--- src/pkg/fcl_pkg.sv ---
// Purpose: Constants for the fuse configuration loader
// Assumes: Fuse bytes are read one per cycle from a nonvolatile array port
// Notes: Offsets are fuse byte addresses; fields are bit positions
package fcl_pkg;
    // Fuse byte offsets
    localparam logic [3:0] WDT_OFS = 4'h0;
    localparam logic [3:0] BOD_OFS = 4'h1;
    localparam logic [3:0] OSC_OFS = 4'h2;
    localparam logic [3:0] SYS0_OFS = 4'h5;
    localparam logic [3:0] SYS1_OFS = 4'h6;
    localparam logic [3:0] APP_CODE_END_FUSE_OFS = 4'h7;
    localparam logic [3:0] BOOT_SECTION_END_FUSE_OFS = 4'h8;
    localparam logic [3:0] LOCK_OFS = 4'hA;
    localparam int NUM_FUSE = 8;
    // Field positions
    localparam int WIN_LSB = 4;
    localparam int PER_LSB = 0;
    localparam int LVL_LSB = 5;
    localparam int SAMP_BIT = 4;
    localparam int ACT_LSB = 2;
    localparam int SLP_LSB = 0;
    localparam int OSC_CAL_FREEZE_BIT = 7;
    localparam int FREQ_LSB = 0;
    localparam int CRC_LSB = 6;
    localparam int RSTPIN_BIT = 3;
    localparam int EEPROM_PRESERVE_ON_ERASE_BIT = 0;
    // Codes
    localparam logic [1:0] FREQ_16M = 2'h1;
    localparam logic [1:0] FREQ_20M = 2'h2;
    localparam logic [7:0] LOCK_OPEN_KEY = 8'hC5;
    // Factory-programmed values, never applied at reset
    localparam logic [7:0] FACT_WDT = 8'h00;
    localparam logic [7:0] FACT_BOD = 8'h00;
    localparam logic [7:0] FACT_OSC = 8'h02;
    localparam logic [7:0] FACT_SYS0 = 8'hE4;
    // Loader states, Gray along the path
    typedef enum logic [1:0] {
        ST_IDLE = 2'b00,
        ST_READ = 2'b01,
        ST_CAL = 2'b11,
        ST_DONE = 2'b10
    } fcl_state_e;
endpackage : fcl_pkg

--- src/rtl/fcl_rst_sync.sv ---
// Purpose: Two-flop reset release synchroniser
// Assumes: Active-low asynchronous assert
// Notes: Release lands two edges after rstIn_b rises
`timescale 1ns/1ns
module fcl_rst_sync (
    input wire logic clk,
    input wire logic rstIn_b,
    output logic rstOut_b
);
    logic stage1_q; // First flop, read only by second
    // Assert async, release through two flops
    always_ff @(posedge clk or negedge rstIn_b) begin
        if (!rstIn_b) begin
            stage1_q <= 1'b0;
            rstOut_b <= 1'b0;
        end else begin
            stage1_q <= 1'b1;
            rstOut_b <= stage1_q;
        end
    end
endmodule : fcl_rst_sync

--- src/rtl/fcl_loader.sv ---
// Purpose: Copy fuse bytes into peripheral control fields at reset
// Assumes: Fuse array answers a read in the same cycle, while its strobe stands
// Notes: Targets stay in reset until every field has landed
//        Reserved frequency codes fall back to the 20 MHz set
//        A changed fuse only takes effect after the next reset
`timescale 1ns/1ns
module fcl_loader (
    input wire logic clk,
    input wire logic rst_b,
    output logic fuseRdEn,
    output logic [3:0] fuseAddr,
    input wire logic [7:0] fuseData,
    input wire logic [6:0] cal16Coarse,
    input wire logic [3:0] cal16Temp,
    input wire logic [6:0] cal20Coarse,
    input wire logic [3:0] cal20Temp,
    input wire logic chipEraseReq,
    output logic [3:0] wdtWindow,
    output logic [3:0] wdtPeriod,
    output logic [2:0] brownoutThresholdLevel,
    output logic brownoutSampleRate,
    output logic [1:0] bodActiveMode,
    output logic [1:0] bodSleepMode,
    output logic oscCalFreeze,
    output logic [1:0] rcOscFrequencySelect,
    output logic [6:0] rcOscCoarseCal,
    output logic [3:0] rcOscTempCal,
    output logic [1:0] flashCheckSource,
    output logic resetPinFunction,
    output logic eraseEeprom,
    output logic [7:0] appCodeEnd,
    output logic [7:0] bootSectionEnd,
    output logic [2:0] startUpTime,
    output logic deviceLocked,
    output logic targetRst_b,
    output logic loadDone
);
    // Everything below runs from the synchronised reset copy
    logic rstSync_b; // Synchronised reset copy
    fcl_rst_sync uRst (
        .clk(clk),
        .rstIn_b(rst_b),
        .rstOut_b(rstSync_b)
    );

    // Map load step to fuse offset
    // Offsets 0x03, 0x04 and 0x09 are skipped: they hold no field
    // Order matches the array so addresses climb monotonically
    function automatic logic [3:0] stepAddr(input logic [2:0] s);
        case (s)
            3'h0: stepAddr = fcl_pkg::WDT_OFS;
            3'h1: stepAddr = fcl_pkg::BOD_OFS;
            3'h2: stepAddr = fcl_pkg::OSC_OFS;
            3'h3: stepAddr = fcl_pkg::SYS0_OFS;
            3'h4: stepAddr = fcl_pkg::SYS1_OFS;
            3'h5: stepAddr = fcl_pkg::APP_CODE_END_FUSE_OFS;
            3'h6: stepAddr = fcl_pkg::BOOT_SECTION_END_FUSE_OFS;
            default: stepAddr = fcl_pkg::LOCK_OFS;
        endcase
    endfunction : stepAddr

    // Sequencer state and read bookkeeping
    fcl_pkg::fcl_state_e state_q, state_d;
    logic [2:0] step_q, step_d; // Index of fuse being read
    logic pend_q, pend_d; // Read issued, data due this cycle
    logic [2:0] pstep_q, pstep_d; // Step whose data is due
    // Capture storage and derived values
    logic [7:0] fuse_q [fcl_pkg::NUM_FUSE]; // Captured fuse bytes
    logic [7:0] fuse_d [fcl_pkg::NUM_FUSE];
    logic [6:0] coarse_q, coarse_d; // Chosen coarse calibration
    logic [3:0] temp_q, temp_d; // Chosen temperature calibration
    // Registered outputs
    logic rdEn_q, rdEn_d;
    logic [3:0] addr_q, addr_d;
    logic tgtRst_q, tgtRst_d;
    logic done_q, done_d;
    logic erase_q, erase_d;
    logic locked_q, locked_d; // Lock key invalid, registered for output

    // Sequencer: one fuse read per cycle, then calibration pick
    // The array answers from the registered address while the strobe
    // stands, so each byte is sampled on the edge that ends its strobe.
    // Reading in one burst keeps start-up short; targets see nothing
    // until the whole set has landed, so a half-loaded set never escapes.
    always_comb begin
        state_d = state_q;
        step_d = step_q;
        pend_d = 1'b0;
        pstep_d = pstep_q;
        fuse_d = fuse_q;
        coarse_d = coarse_q;
        temp_d = temp_q;
        rdEn_d = 1'b0;
        addr_d = addr_q;
        tgtRst_d = tgtRst_q;
        done_d = done_q;
        // Capture returning byte
        if (pend_q) begin
            fuse_d[pstep_q] = fuseData;
        end
        case (state_q)
            fcl_pkg::ST_IDLE: begin
                // One spare cycle after reset release before the first read
                state_d = fcl_pkg::ST_READ;
            end
            fcl_pkg::ST_READ: begin
                // Issue read for current step
                rdEn_d = 1'b1;
                addr_d = stepAddr(step_q);
                pend_d = 1'b1;
                pstep_d = step_q;
                if (step_q == 3'(fcl_pkg::NUM_FUSE - 1)) begin
                    state_d = fcl_pkg::ST_CAL;
                end else begin
                    step_d = step_q + 3'h1;
                end
            end
            fcl_pkg::ST_CAL: begin
                // Last byte lands now; oscillator byte already held
                case (fuse_q[2][fcl_pkg::FREQ_LSB +: 2])
                    fcl_pkg::FREQ_16M: begin
                        coarse_d = cal16Coarse;
                        temp_d = cal16Temp;
                    end
                    default: begin
                        // Reserved codes fall back to 20 MHz set
                        coarse_d = cal20Coarse;
                        temp_d = cal20Temp;
                    end
                endcase
                state_d = fcl_pkg::ST_DONE;
            end
            fcl_pkg::ST_DONE: begin
                // Release targets once all fields are in place
                // Held here until the next reset; no run-time reload
                tgtRst_d = 1'b1;
                done_d = 1'b1;
            end
            default: state_d = fcl_pkg::ST_IDLE;
        endcase
        // Lock flag rises on the same edge as loadDone
        locked_d = done_d &&
            (fuse_d[7] != fcl_pkg::LOCK_OPEN_KEY);
    end

    // Eraser policy, locked device always erases
    // A request before loadDone is ignored: the preserve bit and the
    // lock key are not yet known, and erasing on a guess loses data.
    // Locked parts must lose EEPROM whatever the preserve bit says.
    always_comb begin
        erase_d = 1'b0;
        if (chipEraseReq && done_q) begin
            erase_d = (fuse_q[7] != fcl_pkg::LOCK_OPEN_KEY) ||
                !fuse_q[3][fcl_pkg::EEPROM_PRESERVE_ON_ERASE_BIT];
        end
    end

    // Registers; reset takes constants only, not factory values
    // Zeros, not factory values, keep a half-read set visibly blank
    // rather than a plausible configuration.
    // The async reset is the synchronised copy, so release is clean.
    always_ff @(posedge clk or negedge rstSync_b) begin
        if (!rstSync_b) begin
            state_q <= fcl_pkg::ST_IDLE;
            step_q <= 3'h0;
            pend_q <= 1'b0;
            pstep_q <= 3'h0;
            for (int i = 0; i < fcl_pkg::NUM_FUSE; i++) begin
                fuse_q[i] <= 8'h00;
            end
            coarse_q <= 7'h00;
            temp_q <= 4'h0;
            rdEn_q <= 1'b0;
            addr_q <= 4'h0;
            tgtRst_q <= 1'b0;
            done_q <= 1'b0;
            erase_q <= 1'b0;
            locked_q <= 1'b0;
        end else begin
            state_q <= state_d;
            step_q <= step_d;
            pend_q <= pend_d;
            pstep_q <= pstep_d;
            fuse_q <= fuse_d;
            coarse_q <= coarse_d;
            temp_q <= temp_d;
            rdEn_q <= rdEn_d;
            addr_q <= addr_d;
            tgtRst_q <= tgtRst_d;
            done_q <= done_d;
            erase_q <= erase_d;
            locked_q <= locked_d;
        end
    end

    // Field outputs straight from captured flops
    // Each field is a plain slice of a capture flop, so no logic sits
    // between the flop and the target block's control input.
    assign fuseRdEn = rdEn_q;
    assign fuseAddr = addr_q;
    assign wdtWindow = fuse_q[0][fcl_pkg::WIN_LSB +: 4];
    assign wdtPeriod = fuse_q[0][fcl_pkg::PER_LSB +: 4];
    assign brownoutThresholdLevel = fuse_q[1][fcl_pkg::LVL_LSB +: 3];
    assign brownoutSampleRate = fuse_q[1][fcl_pkg::SAMP_BIT];
    assign bodActiveMode = fuse_q[1][fcl_pkg::ACT_LSB +: 2];
    assign bodSleepMode = fuse_q[1][fcl_pkg::SLP_LSB +: 2];
    assign oscCalFreeze = fuse_q[2][fcl_pkg::OSC_CAL_FREEZE_BIT];
    assign rcOscFrequencySelect = fuse_q[2][fcl_pkg::FREQ_LSB +: 2];
    assign rcOscCoarseCal = coarse_q;
    assign rcOscTempCal = temp_q;
    assign flashCheckSource = fuse_q[3][fcl_pkg::CRC_LSB +: 2];
    assign resetPinFunction = fuse_q[3][fcl_pkg::RSTPIN_BIT];
    assign startUpTime = fuse_q[4][2:0];
    assign appCodeEnd = fuse_q[5];
    assign bootSectionEnd = fuse_q[6];
    assign deviceLocked = locked_q;
    assign eraseEeprom = erase_q;
    assign targetRst_b = tgtRst_q;
    assign loadDone = done_q;

    // Checks
    // Each load assertion looks one edge after the byte is sampled, so
    // it sees the field flop, not the array's answer.
    // Watchdog byte fields
    wdt_load_a: assert property (@(posedge clk) disable iff (!rstSync_b)
        (pend_q && pstep_q == 3'h0) |=> wdtWindow == $past(fuseData[7:4])
            && wdtPeriod == $past(fuseData[3:0]))
        else $error("watchdog fields not loaded");
    // Brown-out byte fields
    bod_load_a: assert property (@(posedge clk) disable iff (!rstSync_b)
        (pend_q && pstep_q == 3'h1) |=> {brownoutThresholdLevel,
            brownoutSampleRate, bodActiveMode, bodSleepMode}
            == $past(fuseData))
        else $error("brownout fields not loaded");
    // 16 MHz code takes the 16 MHz coarse calibration value
    cal_pick_a: assert property (@(posedge clk) disable iff (!rstSync_b)
        $rose(loadDone) && rcOscFrequencySelect == fcl_pkg::FREQ_16M
            |-> rcOscCoarseCal == $past(cal16Coarse, 2))
        else $error("16 MHz calibration not chosen");
    // Targets stay in reset until the sequencer is done
    tgt_hold_a: assert property (@(posedge clk) disable iff (!rstSync_b)
        targetRst_b |-> state_q == fcl_pkg::ST_DONE)
        else $error("targets released early");
    // Release comes within 10 to 12 edges after reset release
    rel_time_a: assert property (@(posedge clk) disable iff (!rstSync_b)
        $rose(rstSync_b) ##0 1'b1 |-> ##[10:12] targetRst_b)
        else $error("targets not released in time");
    // Locked part always erases
    ee_erase_a: assert property (@(posedge clk) disable iff (!rstSync_b)
        (chipEraseReq && loadDone && deviceLocked) |=> eraseEeprom)
        else $error("locked erase kept eeprom");
    // Open part with preserve set keeps EEPROM
    ee_keep_a: assert property (@(posedge clk) disable iff (!rstSync_b)
        (chipEraseReq && loadDone && !deviceLocked
            && fuse_q[3][fcl_pkg::EEPROM_PRESERVE_ON_ERASE_BIT]) |=> !eraseEeprom)
        else $error("eeprom erased despite preserve");
    // Fields frozen once loading ends
    stable_a: assert property (@(posedge clk) disable iff (!rstSync_b)
        loadDone |=> $stable(wdtWindow) && $stable(flashCheckSource)
            && $stable(resetPinFunction) && $stable(oscCalFreeze))
        else $error("fields changed after load");
    // Oscillator byte fields
    osc_load_a: assert property (@(posedge clk) disable iff (!rstSync_b)
        (pend_q && pstep_q == 3'h2) |=> oscCalFreeze == $past(fuseData[7])
            && rcOscFrequencySelect == $past(fuseData[1:0]))
        else $error("oscillator fields not loaded");
    // System byte zero fields
    sys_load_a: assert property (@(posedge clk) disable iff (!rstSync_b)
        (pend_q && pstep_q == 3'h3) |=> flashCheckSource
            == $past(fuseData[7:6])
            && resetPinFunction == $past(fuseData[3]))
        else $error("system fields not loaded");
    // Other frequency codes take the 20 MHz set
    cal20_pick_a: assert property (@(posedge clk) disable iff (!rstSync_b)
        $rose(loadDone) && rcOscFrequencySelect != fcl_pkg::FREQ_16M
            |-> rcOscCoarseCal == $past(cal20Coarse, 2)
            && rcOscTempCal == $past(cal20Temp, 2))
        else $error("20 MHz calibration not chosen");
    // No erase decision before the fuse set is complete
    erase_early_a: assert property (@(posedge clk) disable iff (!rstSync_b)
        !loadDone |-> !eraseEeprom)
        else $error("erase decided before load");
    // Lock output follows the key byte once loading ends
    lock_flag_a: assert property (@(posedge clk) disable iff (!rstSync_b)
        loadDone |-> deviceLocked
            == (fuse_q[7] != fcl_pkg::LOCK_OPEN_KEY))
        else $error("lock flag wrong");
    // Reads stop once the last byte is in
    read_stop_a: assert property (@(posedge clk) disable iff (!rstSync_b)
        loadDone |-> !fuseRdEn)
        else $error("fuse read after load");
    // Main scenarios: load, locked erase, 16 MHz pick, kept EEPROM
    load_c: cover property (@(posedge clk) $rose(loadDone));
    keep_c: cover property (@(posedge clk)
        loadDone && chipEraseReq && !deviceLocked && !eraseEeprom);
    lock_c: cover property (@(posedge clk) eraseEeprom && deviceLocked);
    f16_c: cover property (@(posedge clk)
        loadDone && rcOscFrequencySelect == fcl_pkg::FREQ_16M);
endmodule : fcl_loader

--- config.mk ---
export PLATFORM = sky130hd
export DESIGN_NAME = fcl_loader
export DESIGN_NICKNAME = d
export VERILOG_FILES = /design/src/pkg/fcl_pkg.sv /design/src/rtl/fcl_rst_sync.sv /design/src/rtl/fcl_loader.sv
export SDC_FILE = /design/constraint.sdc
export NUM_CORES = 1
export LEC_CHECK = 0
export BUFFER_PORTS_ARGS = -buffer_cell sky130_fd_sc_hd__buf_2
export CORE_ASPECT_RATIO = 0.75
export CORE_MARGIN = 4
export CORE_UTILIZATION = 56
export DETAILED_ROUTE_END_ITERATION = 8
export HOLD_SLACK_MARGIN = 0.1
export PLACE_DENSITY = 0.84
export SLEW_MARGIN = 30
export SYNTH_ARGS = -nofsm -noshare
export SYNTH_HDL_FRONTEND = slang
export SYNTH_SLANG_ARGS = --single-unit
--- constraint.sdc ---
create_clock -name clk -period 4.1 [get_ports clk]
set_clock_uncertainty 0.05 [all_clocks]
set_input_delay 0.205 -clock clk [delete_from_list [all_inputs] [get_ports clk]]
set_output_delay 0.205 -clock clk [all_outputs]
set_load 0.02 [all_outputs]
==> results.cfg, run 1 <==
[power]
leakagePower_uw = 0.00193
ir_worst_vdd_mv = 0.262
p_int_uw = 1170
power_switching_uw = 379
power_density_nw_per_um2 = 379
combinationalPowerShare_pct = 9.9
seqPwrFrac_pct = 54.9
pwr-share-clk_pct = 35.2
p_sw_share_pct = 24.6

[finish]
area_delta_synth_final_pct = 14.7
final_cells = 422
drive_gt1_share_pct = 49.4
post-route-cell-area_um2 = 4080
antenna_cells = 0
nets = 378
fillCellCount = 479

[placement]
place_inst = 398
port_buffers = 93
pre_cts_slack_ns = 2.40
place_area_um2 = 3790
dp_hpwl_mm = 4.85
place_congestion = 0.803

[worst_setup_path]
worst_setup_path_start_kind = flip-flop
cp-end-kind = flip-flop
path_class = flip-flop to flip-flop
cp.required_ns = 4.24
cp_max_fo = 11
arrival_ns = 2.22

[timing]
hold_viol_final = 0
slew_headroom_pct = 52.4
worst_slack_ns = 2.03
grt_setup_unrepaired = false
fmax_mhz = 482
final_max_slew_viol_count = 0
fin_crit_ns = 2.07
min_period_over_period_pct = 50.6
worst_slew_pin_slew_ns = 0.710
finalSetupViolations = 0
fin_tns_setup_ns = 0

[clock_network]
cts_buffers = 9
cts_tree = yes
clkTransAtPathRegs_ns = 0.08
cts.path.max_buffers = 2
clk_latency_ns = 0.33
ctsResizeCount = 0
post_cts_buffers = 0
hold_buffers = 8
cts_root_buf = clkbuf_8
cts-htree-levels = 3
clock_sinks = 80

[yosys]
ys.flop_type = dfrtp_1
synth-seq-cells = 80
synth_edf_count = 0
yosys_warnings = 0
synth_area_um2 = 3560
yosysUniqueCellTypes = 34
async_flop_share_pct = 100
yosysTopAreaCellShare_pct = 56.3
seq_area_frac_synth_pct = 56.3
yosysTopAreaCell = dfrtp_1
avgSynthCellArea_um2 = 13.0
syn_inst = 274
synthTopCellsByArea = dfrtp_1 56%, mux2_2 16%, buf_4 8.4%, mux2i_1 3.1%, a21oi_1 1.8%
syn_nets = 312

[floorplan]
die-area_um2 = 7700
die_x_um = 100
core_um2 = 5980
floorplan.rows = 24
start_util_pct = 59.5
die_y_um = 77.0
boundaryPins = 94

[routing]
drt_iter0_markers = 78
antenna_left = 0
drc = 0
via_per_inst = 5.13
wl_per_cell_um = 16.4
first_pass_iters = 4
vias = 2164
routed_wl_mm = 6.90

[global_routing]
first_global_vias = 2231
grt_use_total_pct = 18.8
grt_max_degree = 79
grt_pass1_wl_mm = 11.2
antenna_found_initial = 0
overflow = 0

[run_status]
status = completed

[flow_run]
drv_cap = 0

[min_path]
hold_path_class = input port to flip-flop
[power by group through the flow]
stage | clock network, uW | logic, uW | registers, uW
after detailed placement | 0 | 137 | 871
final | 544 | 153 | 847
after CTS | 563 | 144 | 855
after floorplan | 0 | 92.6 | 876
after global routing | 604 | 165 | 853
after global placement | 0 | 133 | 869
[cells by family (layout without fill, tap and decap cells)]
kind of cell | count (synthesis) | in the layout | share of synthesized area, %
other | 1 | 1 | 0.105
adder cells (fa/ha/maj) | 5 | 5 | 1.76
multiplexers | 63 | 63 | 19.6
AO/OA/AOI/OAI | 24 | 24 | 3.80
flip-flops | 80 | 80 | 56.3
XOR/XNOR | 1 | 1 | 0.246
buffers and inverters | 53 | 123 | 9.92
AND/OR/NAND/NOR | 47 | 47 | 8.30
[cell usage after synthesis, types with 2 or more instances]
master	count
clkbuf_1	4
or4_1	2
a21oi_1	13
nor3_1	2
ha_1	5
inv_1	6
dfrtp_1	80
nand4_1	2
mux2_2	51
buf_4	40
nand4b_2	2
buf_2	3
nand2_1	10
nor3b_2	2
nand2b_1	3
nor3_4	2
o21ai_0	5
nor2_1	16
mux2i_1	11
[worst max-delay path, stage by stage (launching register included)]
cell and delay [ns]:
dfrtp_1 0.40, nor2b_2 0.58, mux2i_1 0.24, dlygate4sd3_1 0.57, a21oi_1 0.08
[cell type report]
type / count / area, um^2 / area share [%]
clock buffer: 9 / 124 / 3.04
clock inverter: 6 / 61.3 / 1.50
inverter: 6 / 22.5 / 0.552
multi-input combinational: 141 / 1200 / 29.5
sequential: 80 / 2010 / 49.2
tap: 78 / 97.6 / 2.39
timing repair buffer: 102 / 566 / 13.9
[layer usage]
metal / part of all wire, % / vias to the layer above / GRT usage (%)
met1: 44 / 1050 / 24.1
li1: - / 1040 / -
met5: 0 / - / 0
met2: 49 / 65 / 30.1
met4: 0.94 / 0 / 5.52
met3: 6.4 / 9 / 6.71
[sequential cells by signal (all words and copies together) (netlist names), 4 cells and up]
| name | cells |
|---|---|
| appCodeEnd | 8 |
| bootSectionEnd | 8 |
| fuseAddr | 4 |
| fuse_q | 9 |
| rcOscCoarseCal | 7 |
| rcOscTempCal | 4 |
| wdtPeriod | 4 |
| wdtWindow | 4 |
[final timing paths]
check | from | end | slack (ns) | cells after the start
max in group asynchronous | uRst.rstOut_b | loadDone | 3.20 | 1
setup reg to reg | rcOscFrequencySelect[1] | rcOscCoarseCal[5] | 2.03 | 4
min in group asynchronous | rst_b | uRst.rstOut_b | 0.13 | 2
hold reg to reg | uRst.rstOut_b | rcOscCoarseCal[5] | 0.22 | 0
hold / removal | cal20Temp[3] | rcOscTempCal[3] | 0.11 | 3
setup / recovery | rcOscFrequencySelect[1] | rcOscCoarseCal[5] | 2.03 | 4
[through the flow]
| step | util [%] | total power [uW] | hold WS (ns) |
|---|---|---|---|
| 2_1_floorplan | - | 969 | -0.141 |
| 3_3_place_gp | 63.5 | 1000 | -0.0599 |
| 5_1_grt | 68.3 | 1620 | 0.110 |
| 3_5_place_dp | 63.5 | 1010 | -0.0591 |
| 4_1_cts | 67.9 | 1560 | 0.101 |
| 6_report | 68.3 | 1540 | 0.111 |
[layout by cell type (no fill, tap or decap), types with 3 or more instances in the layout]
cell type      netlist  layout
mux2_2              51      51
inv_1                6       6
dlygate4sd3_1        0       8
nor2_1              16      16
nand2b_1             3       3
o21ai_0              5       5
clkbuf_8             0       9
ha_1                 5       5
clkinv_2             0       3
nand2_1             10      10
dfrtp_1             80      79
mux2i_1             11      11
a21oi_1             13      13
buf_2                3      93
Note: power is estimated with default switching activity, not from simulation.
==> inputs of run 2 (changes only) <==
CORE_UTILIZATION = 52   (was 56)
PLACE_DENSITY = 0.79   (was 0.84)
clock period = 2.1 ns   (was 4.1 ns; I/O delays follow)
==> run 2 against run 1 <==
Effect of this change: clock power grew 75%; clock-buffer cell count grew 1; die area grew 7.0%; combinational power grew 130%; total power grew 91%; fmax grew 15%; critical path type unchanged; critical path depth grew 1; register-to-register slack lost 1.7 ns; utilization shrank 1.5 points.
==> results.cfg, run 2 (synthesized netlist as in run 1, its figures left out) <==
[run_status]
status = completed

[worst_setup_path]
r2r-start = rcOscFrequencySelect[1]
worst_setup_path_start_kind = flip-flop
arrival_ns = 1.96
rr_endpoint = rcOscCoarseCal[2]
slowest_delay_ns = 0.58
critical_path.slowest_cell = dlygate4sd3_1
path_class = flip-flop to flip-flop
cp-end-kind = flip-flop
r2r_setup_slack_ns = 0.30
path_cells = nor2b_1 -> buf_4 -> mux2i_1 -> dlygate4sd3_1 -> a21oi_1
reg2reg_depth = 5
cp.required_ns = 2.25
cp_max_fo = 11

[timing]
min_period_over_period_pct = 85.9
worst_slew_pin_slew_ns = 0.690
grt_setup_unrepaired = false
fin_tns_setup_ns = 0
hold_viol_final = 0
fin_crit_ns = 1.80
finalSetupViolations = 0
slew_headroom_pct = 54.0
hold_ws_ns = 0.220
fmax_mhz = 554
final_max_slew_viol_count = 0

[floorplan]
core_um2 = 6470
start_util_pct = 54.9
die_y_um = 79.6
boundaryPins = 94
floorplan.rows = 25
die-area_um2 = 8240
die_x_um = 103

[power]
power_density_nw_per_um2 = 683
ir_worst_vdd_mv = 0.462
leakagePower_uw = 0.00204
finalPower_uw = 2950

[placement]
dp_hpwl_mm = 4.95
place_inst = 404
place_congestion = 0.778
port_buffers = 93

[routing]
vias = 2334
routed_wl_mm = 7.42
via_per_inst = 5.15
antenna_left = 0
wl_per_cell_um = 16.4
first_pass_iters = 4
drt_iter0_markers = 74
drc = 0

[finish]
final_cell_mix = 93 x buf_2, 79 x dfrtp_1, 51 x mux2_2
fin_util_pct = 66.8
largest_reg_flops = 9
fillCellCount = 499
regMostFlops = fuse_q
final_common_cell = buf_2
final_cells = 453
drive_gt1_share_pct = 46.0
area_delta_synth_final_pct = 21.6
antenna_cells = 0
nets = 405

[clock_network]
ctsResizeCount = 0
clkTransAtPathRegs_ns = 0.08
post_cts_buffers = 0
cts_tree = yes
clk_latency_ns = 0.34
hold_buffers = 33
cts.path.max_buffers = 2
clock_sinks = 80
cts_root_buf = clkbuf_8
cts_buffers = 9
cts-htree-levels = 3

[flow_run]
drv_cap = 0

[global_routing]
grt_max_degree = 47
overflow = 0
grt_use_total_pct = 19.5
antenna_found_initial = 0
grt_pass1_wl_mm = 12.2
first_global_vias = 2456

[min_path]
hold_path_class = flip-flop to asynchronous set/reset pin
## run 2: metrics by stage
step | area (um^2) | worst slack, ns
finish | 4330 | 0.296
global route | 4330 | 0.135
CTS | 4330 | 0.325
detailed placement | 3830 | 0.438
global placement | 3830 | 0.486
floorplan | 3560 | 0.542
## run 2: cell type report
class,count,area (um^2),share of cell area [%]
Inverter,6,22.5,0.521
Clock buffer,10,128,2.95
Timing Repair Buffer,129,831,19.2
Clock inverter,6,36.3,0.839
Sequential cell,80,2010,46.4
Tap cell,81,101,2.34
Multi-Input combinational cell,141,1200,27.8
## run 2: how the worst max path moves through the flow
stage                     depth (start not counted)  slack, ns                 to               startpoint
after CTS                                         5       0.33    rcOscTempCal[1]  rcOscFrequencySelect[1]
after global placement                            3       0.49       wdtWindow[3]               pstep_q[0]
after detailed placement                          3       0.44   bodActiveMode[1]                 fuseRdEn
after global routing                              5       0.13  rcOscCoarseCal[5]  rcOscFrequencySelect[1]
after floorplan                                   4       0.54   bodActiveMode[0]                 fuseRdEn
final                                             5       0.30  rcOscCoarseCal[2]  rcOscFrequencySelect[1]
## run 2: routing by layer
layer | share of wire, % | up-vias | GRT usage [%]
li1 | - | 1096 | -
met1 | 44 | 1156 | 24.9
met2 | 49 | 69 | 31.2
met3 | 5.0 | 13 | 5.33
met4 | 1.9 | 0 | 7.89
met5 | 0 | - | 0
## run 2: power breakdown
part / switching [uW] / internal [uW]
registers: 44.2 / 1610
logic: 182 / 165
clock network: 531 / 423
total: 758 / 2200
## run 2: critical path: cells and delay by family, from the launching register on
family / cells / cell delay, ns
buffers and inverters: 2 / 0.82
AOI/OAI and AO/OA: 1 / 0.07
DFF: 1 / 0.39
muxes: 1 / 0.23
and+or+nand+nor: 1 / 0.11
==> inputs of run 3 (changes only) <==
BUFFER_PORTS_ARGS = not set   (was -buffer_cell sky130_fd_sc_hd__buf_2)
CORE_UTILIZATION = 63   (was 52)
DONT_BUFFER_PORTS = 1   (was not set)
==> run 3 against run 2 <==
Effect of this change: fmax decreased by 6.9%; die area shrank 16%; worst hold slack lost 0.017 ns; cell count decreased by 22%; non-clock buffer count fell by 92; worst setup slack lost 0.13 ns; clock-buffer cell count did not move; sequential share of layout area increased by 4.6 points; register-to-register slack lost 0.13 ns; wire length down 4.8%; largest cell class unchanged.
==> results.cfg, run 3 (synthesized netlist as in run 1, its figures left out) <==
[routing]
via_per_inst = 5.66
wl_per_cell_um = 20.0
drc = 0
routed_wl_mm = 7.07
antenna_left = 0
drt_iter0_markers = 82
vias = 2005
first_pass_iters = 4

[placement]
port_buffers = 0
dp_hpwl_mm = 4.69
place_area_um2 = 3370
place_congestion = 0.847

[worst_setup_path]
cp_max_fo = 11
reg2reg_depth = 5
arrival_ns = 2.07
path_class = flip-flop to flip-flop
cp.required_ns = 2.24
cp-end-kind = flip-flop
worst_setup_path_start_kind = flip-flop

[timing]
slew_headroom_pct = 50.5
finalSetupViolations = 0
min_period_over_period_pct = 92.3
fin_crit_ns = 1.94
worst_slew_pin_slew_ns = 0.743
final_max_slew_viol_count = 0
fmax_mhz = 516
grt_setup_unrepaired = false
fin_tns_setup_ns = 0
hold_viol_final = 0

[clock_network]
cts_root_buf = clkbuf_8
cts_tree = yes
cts-htree-levels = 3
clock_sinks = 80
cts_buffers = 9
clkTransAtPathRegs_ns = 0.08
cts.path.max_buffers = 2
clk_latency_ns = 0.34

[power]
p_sw_share_pct = 22.6
leakagePower_uw = 0.00172
power_density_nw_per_um2 = 830
seqPwrFrac_pct = 53.2
combinationalPowerShare_pct = 5.6
power_switching_uw = 739
ir_worst_vdd_mv = 0.500
p_int_uw = 2530
pwr-share-clk_pct = 41.2

[global_routing]
grt_use_total_pct = 22.0
overflow = 0
antenna_found_initial = 0
grt_max_degree = 52
first_global_vias = 2142
grt_pass1_wl_mm = 11.1

[floorplan]
start_util_pct = 65.7
floorplan.rows = 23
die_y_um = 73.1
core_um2 = 5410
boundaryPins = 94
die_x_um = 94.8
die-area_um2 = 6920

[finish]
drive_gt1_share_pct = 28.7
final_common_cell = dfrtp_1
fin_util_pct = 72.8
regMostFlops = fuse_q
largest_reg_flops = 9
nets = 313
final_cell_mix = 78 x dfrtp_1, 51 x mux2_2, 33 x dlygate4sd3_1
antenna_cells = 0
post-route-cell-area_um2 = 3940
area_delta_synth_final_pct = 10.8

[min_path]
hold_path_class = flip-flop to asynchronous set/reset pin

[run_status]
status = completed

[flow_run]
drv_cap = 0
[run 3: cell types whose count changed in the layout (fill, tap and decap cells not counted), sizes merged]
| cell | delta |
|---|---|
| buf | -92 |
| clkinv | -4 |
| bufinv | +3 |
| clkinvlp | -1 |
| inv | +1 |
[run 3: final timing paths]
path	start	to	slack, ns
setup reg to reg	rcOscFrequencySelect[1]	rcOscCoarseCal[4]	0.16
hold / removal	uRst.rstOut_b	wdtWindow[2]	0.20
min in group clk	uRst.stage1_q	uRst.rstOut_b	0.30
max in group asynchronous	uRst.rstOut_b	appCodeEnd[6]	1.20
setup / recovery	rcOscFrequencySelect[1]	rcOscCoarseCal[4]	0.16
hold reg to reg	uRst.rstOut_b	wdtWindow[2]	0.20
[run 3: repair_timing]
item	CTS	global route
buffers inserted	0	0
hold buffers	33	0
resized for setup	0	1
setup endpoints to repair	0	2
endpoints found under the hold margin	65	0
[run 3: area by class of cell]
cell class,instances,area [um^2]
repair buffers,37,373
flip-flops and latches,80,2010
clock inverters,5,104
multi-input cells,141,1200
clock buffers,10,138
fillers,370,1470
well taps,75,93.8
inverters,6,22.5
[run 3: worst max-delay path, stage by stage (launching register included)]
cell	delay (ns)
dfrtp_1	0.48
nor2b_1	0.14
buf_4	0.24
mux2i_1	0.21
dlygate4sd3_1	0.58
a21oi_1	0.08
[run 3: per-layer routing]
metal	track usage, %	up-vias	share of wire, %
met3	12.5	8	11
met1	24.9	1010	40
met4	7.68	0	1.0
met5	0	-	0
li1	-	902	-
met2	35.2	85	48
[run 3: per-stage QoR]
step	cells	power, uW	setup WS (ns)	hold WS [ns]
5_1_grt	354	3400	0.0282	0.239
4_1_cts	354	3300	0.0940	0.221
3_3_place_gp	306	1870	0.459	-0.241
2_1_floorplan	274	1890	0.542	-0.241
6_report	354	3270	0.163	0.202
3_5_place_dp	306	1880	0.439	-0.241
[run 3: power groups by stage]
stage | sequential [uW] | combinational, uW | clock (uW)
finish | 1740 | 184 | 1350
detailed placement | 1770 | 111 | 0
CTS | 1740 | 184 | 1380
global placement | 1770 | 104 | 0
global route | 1750 | 203 | 1440
floorplan | 1710 | 181 | 0
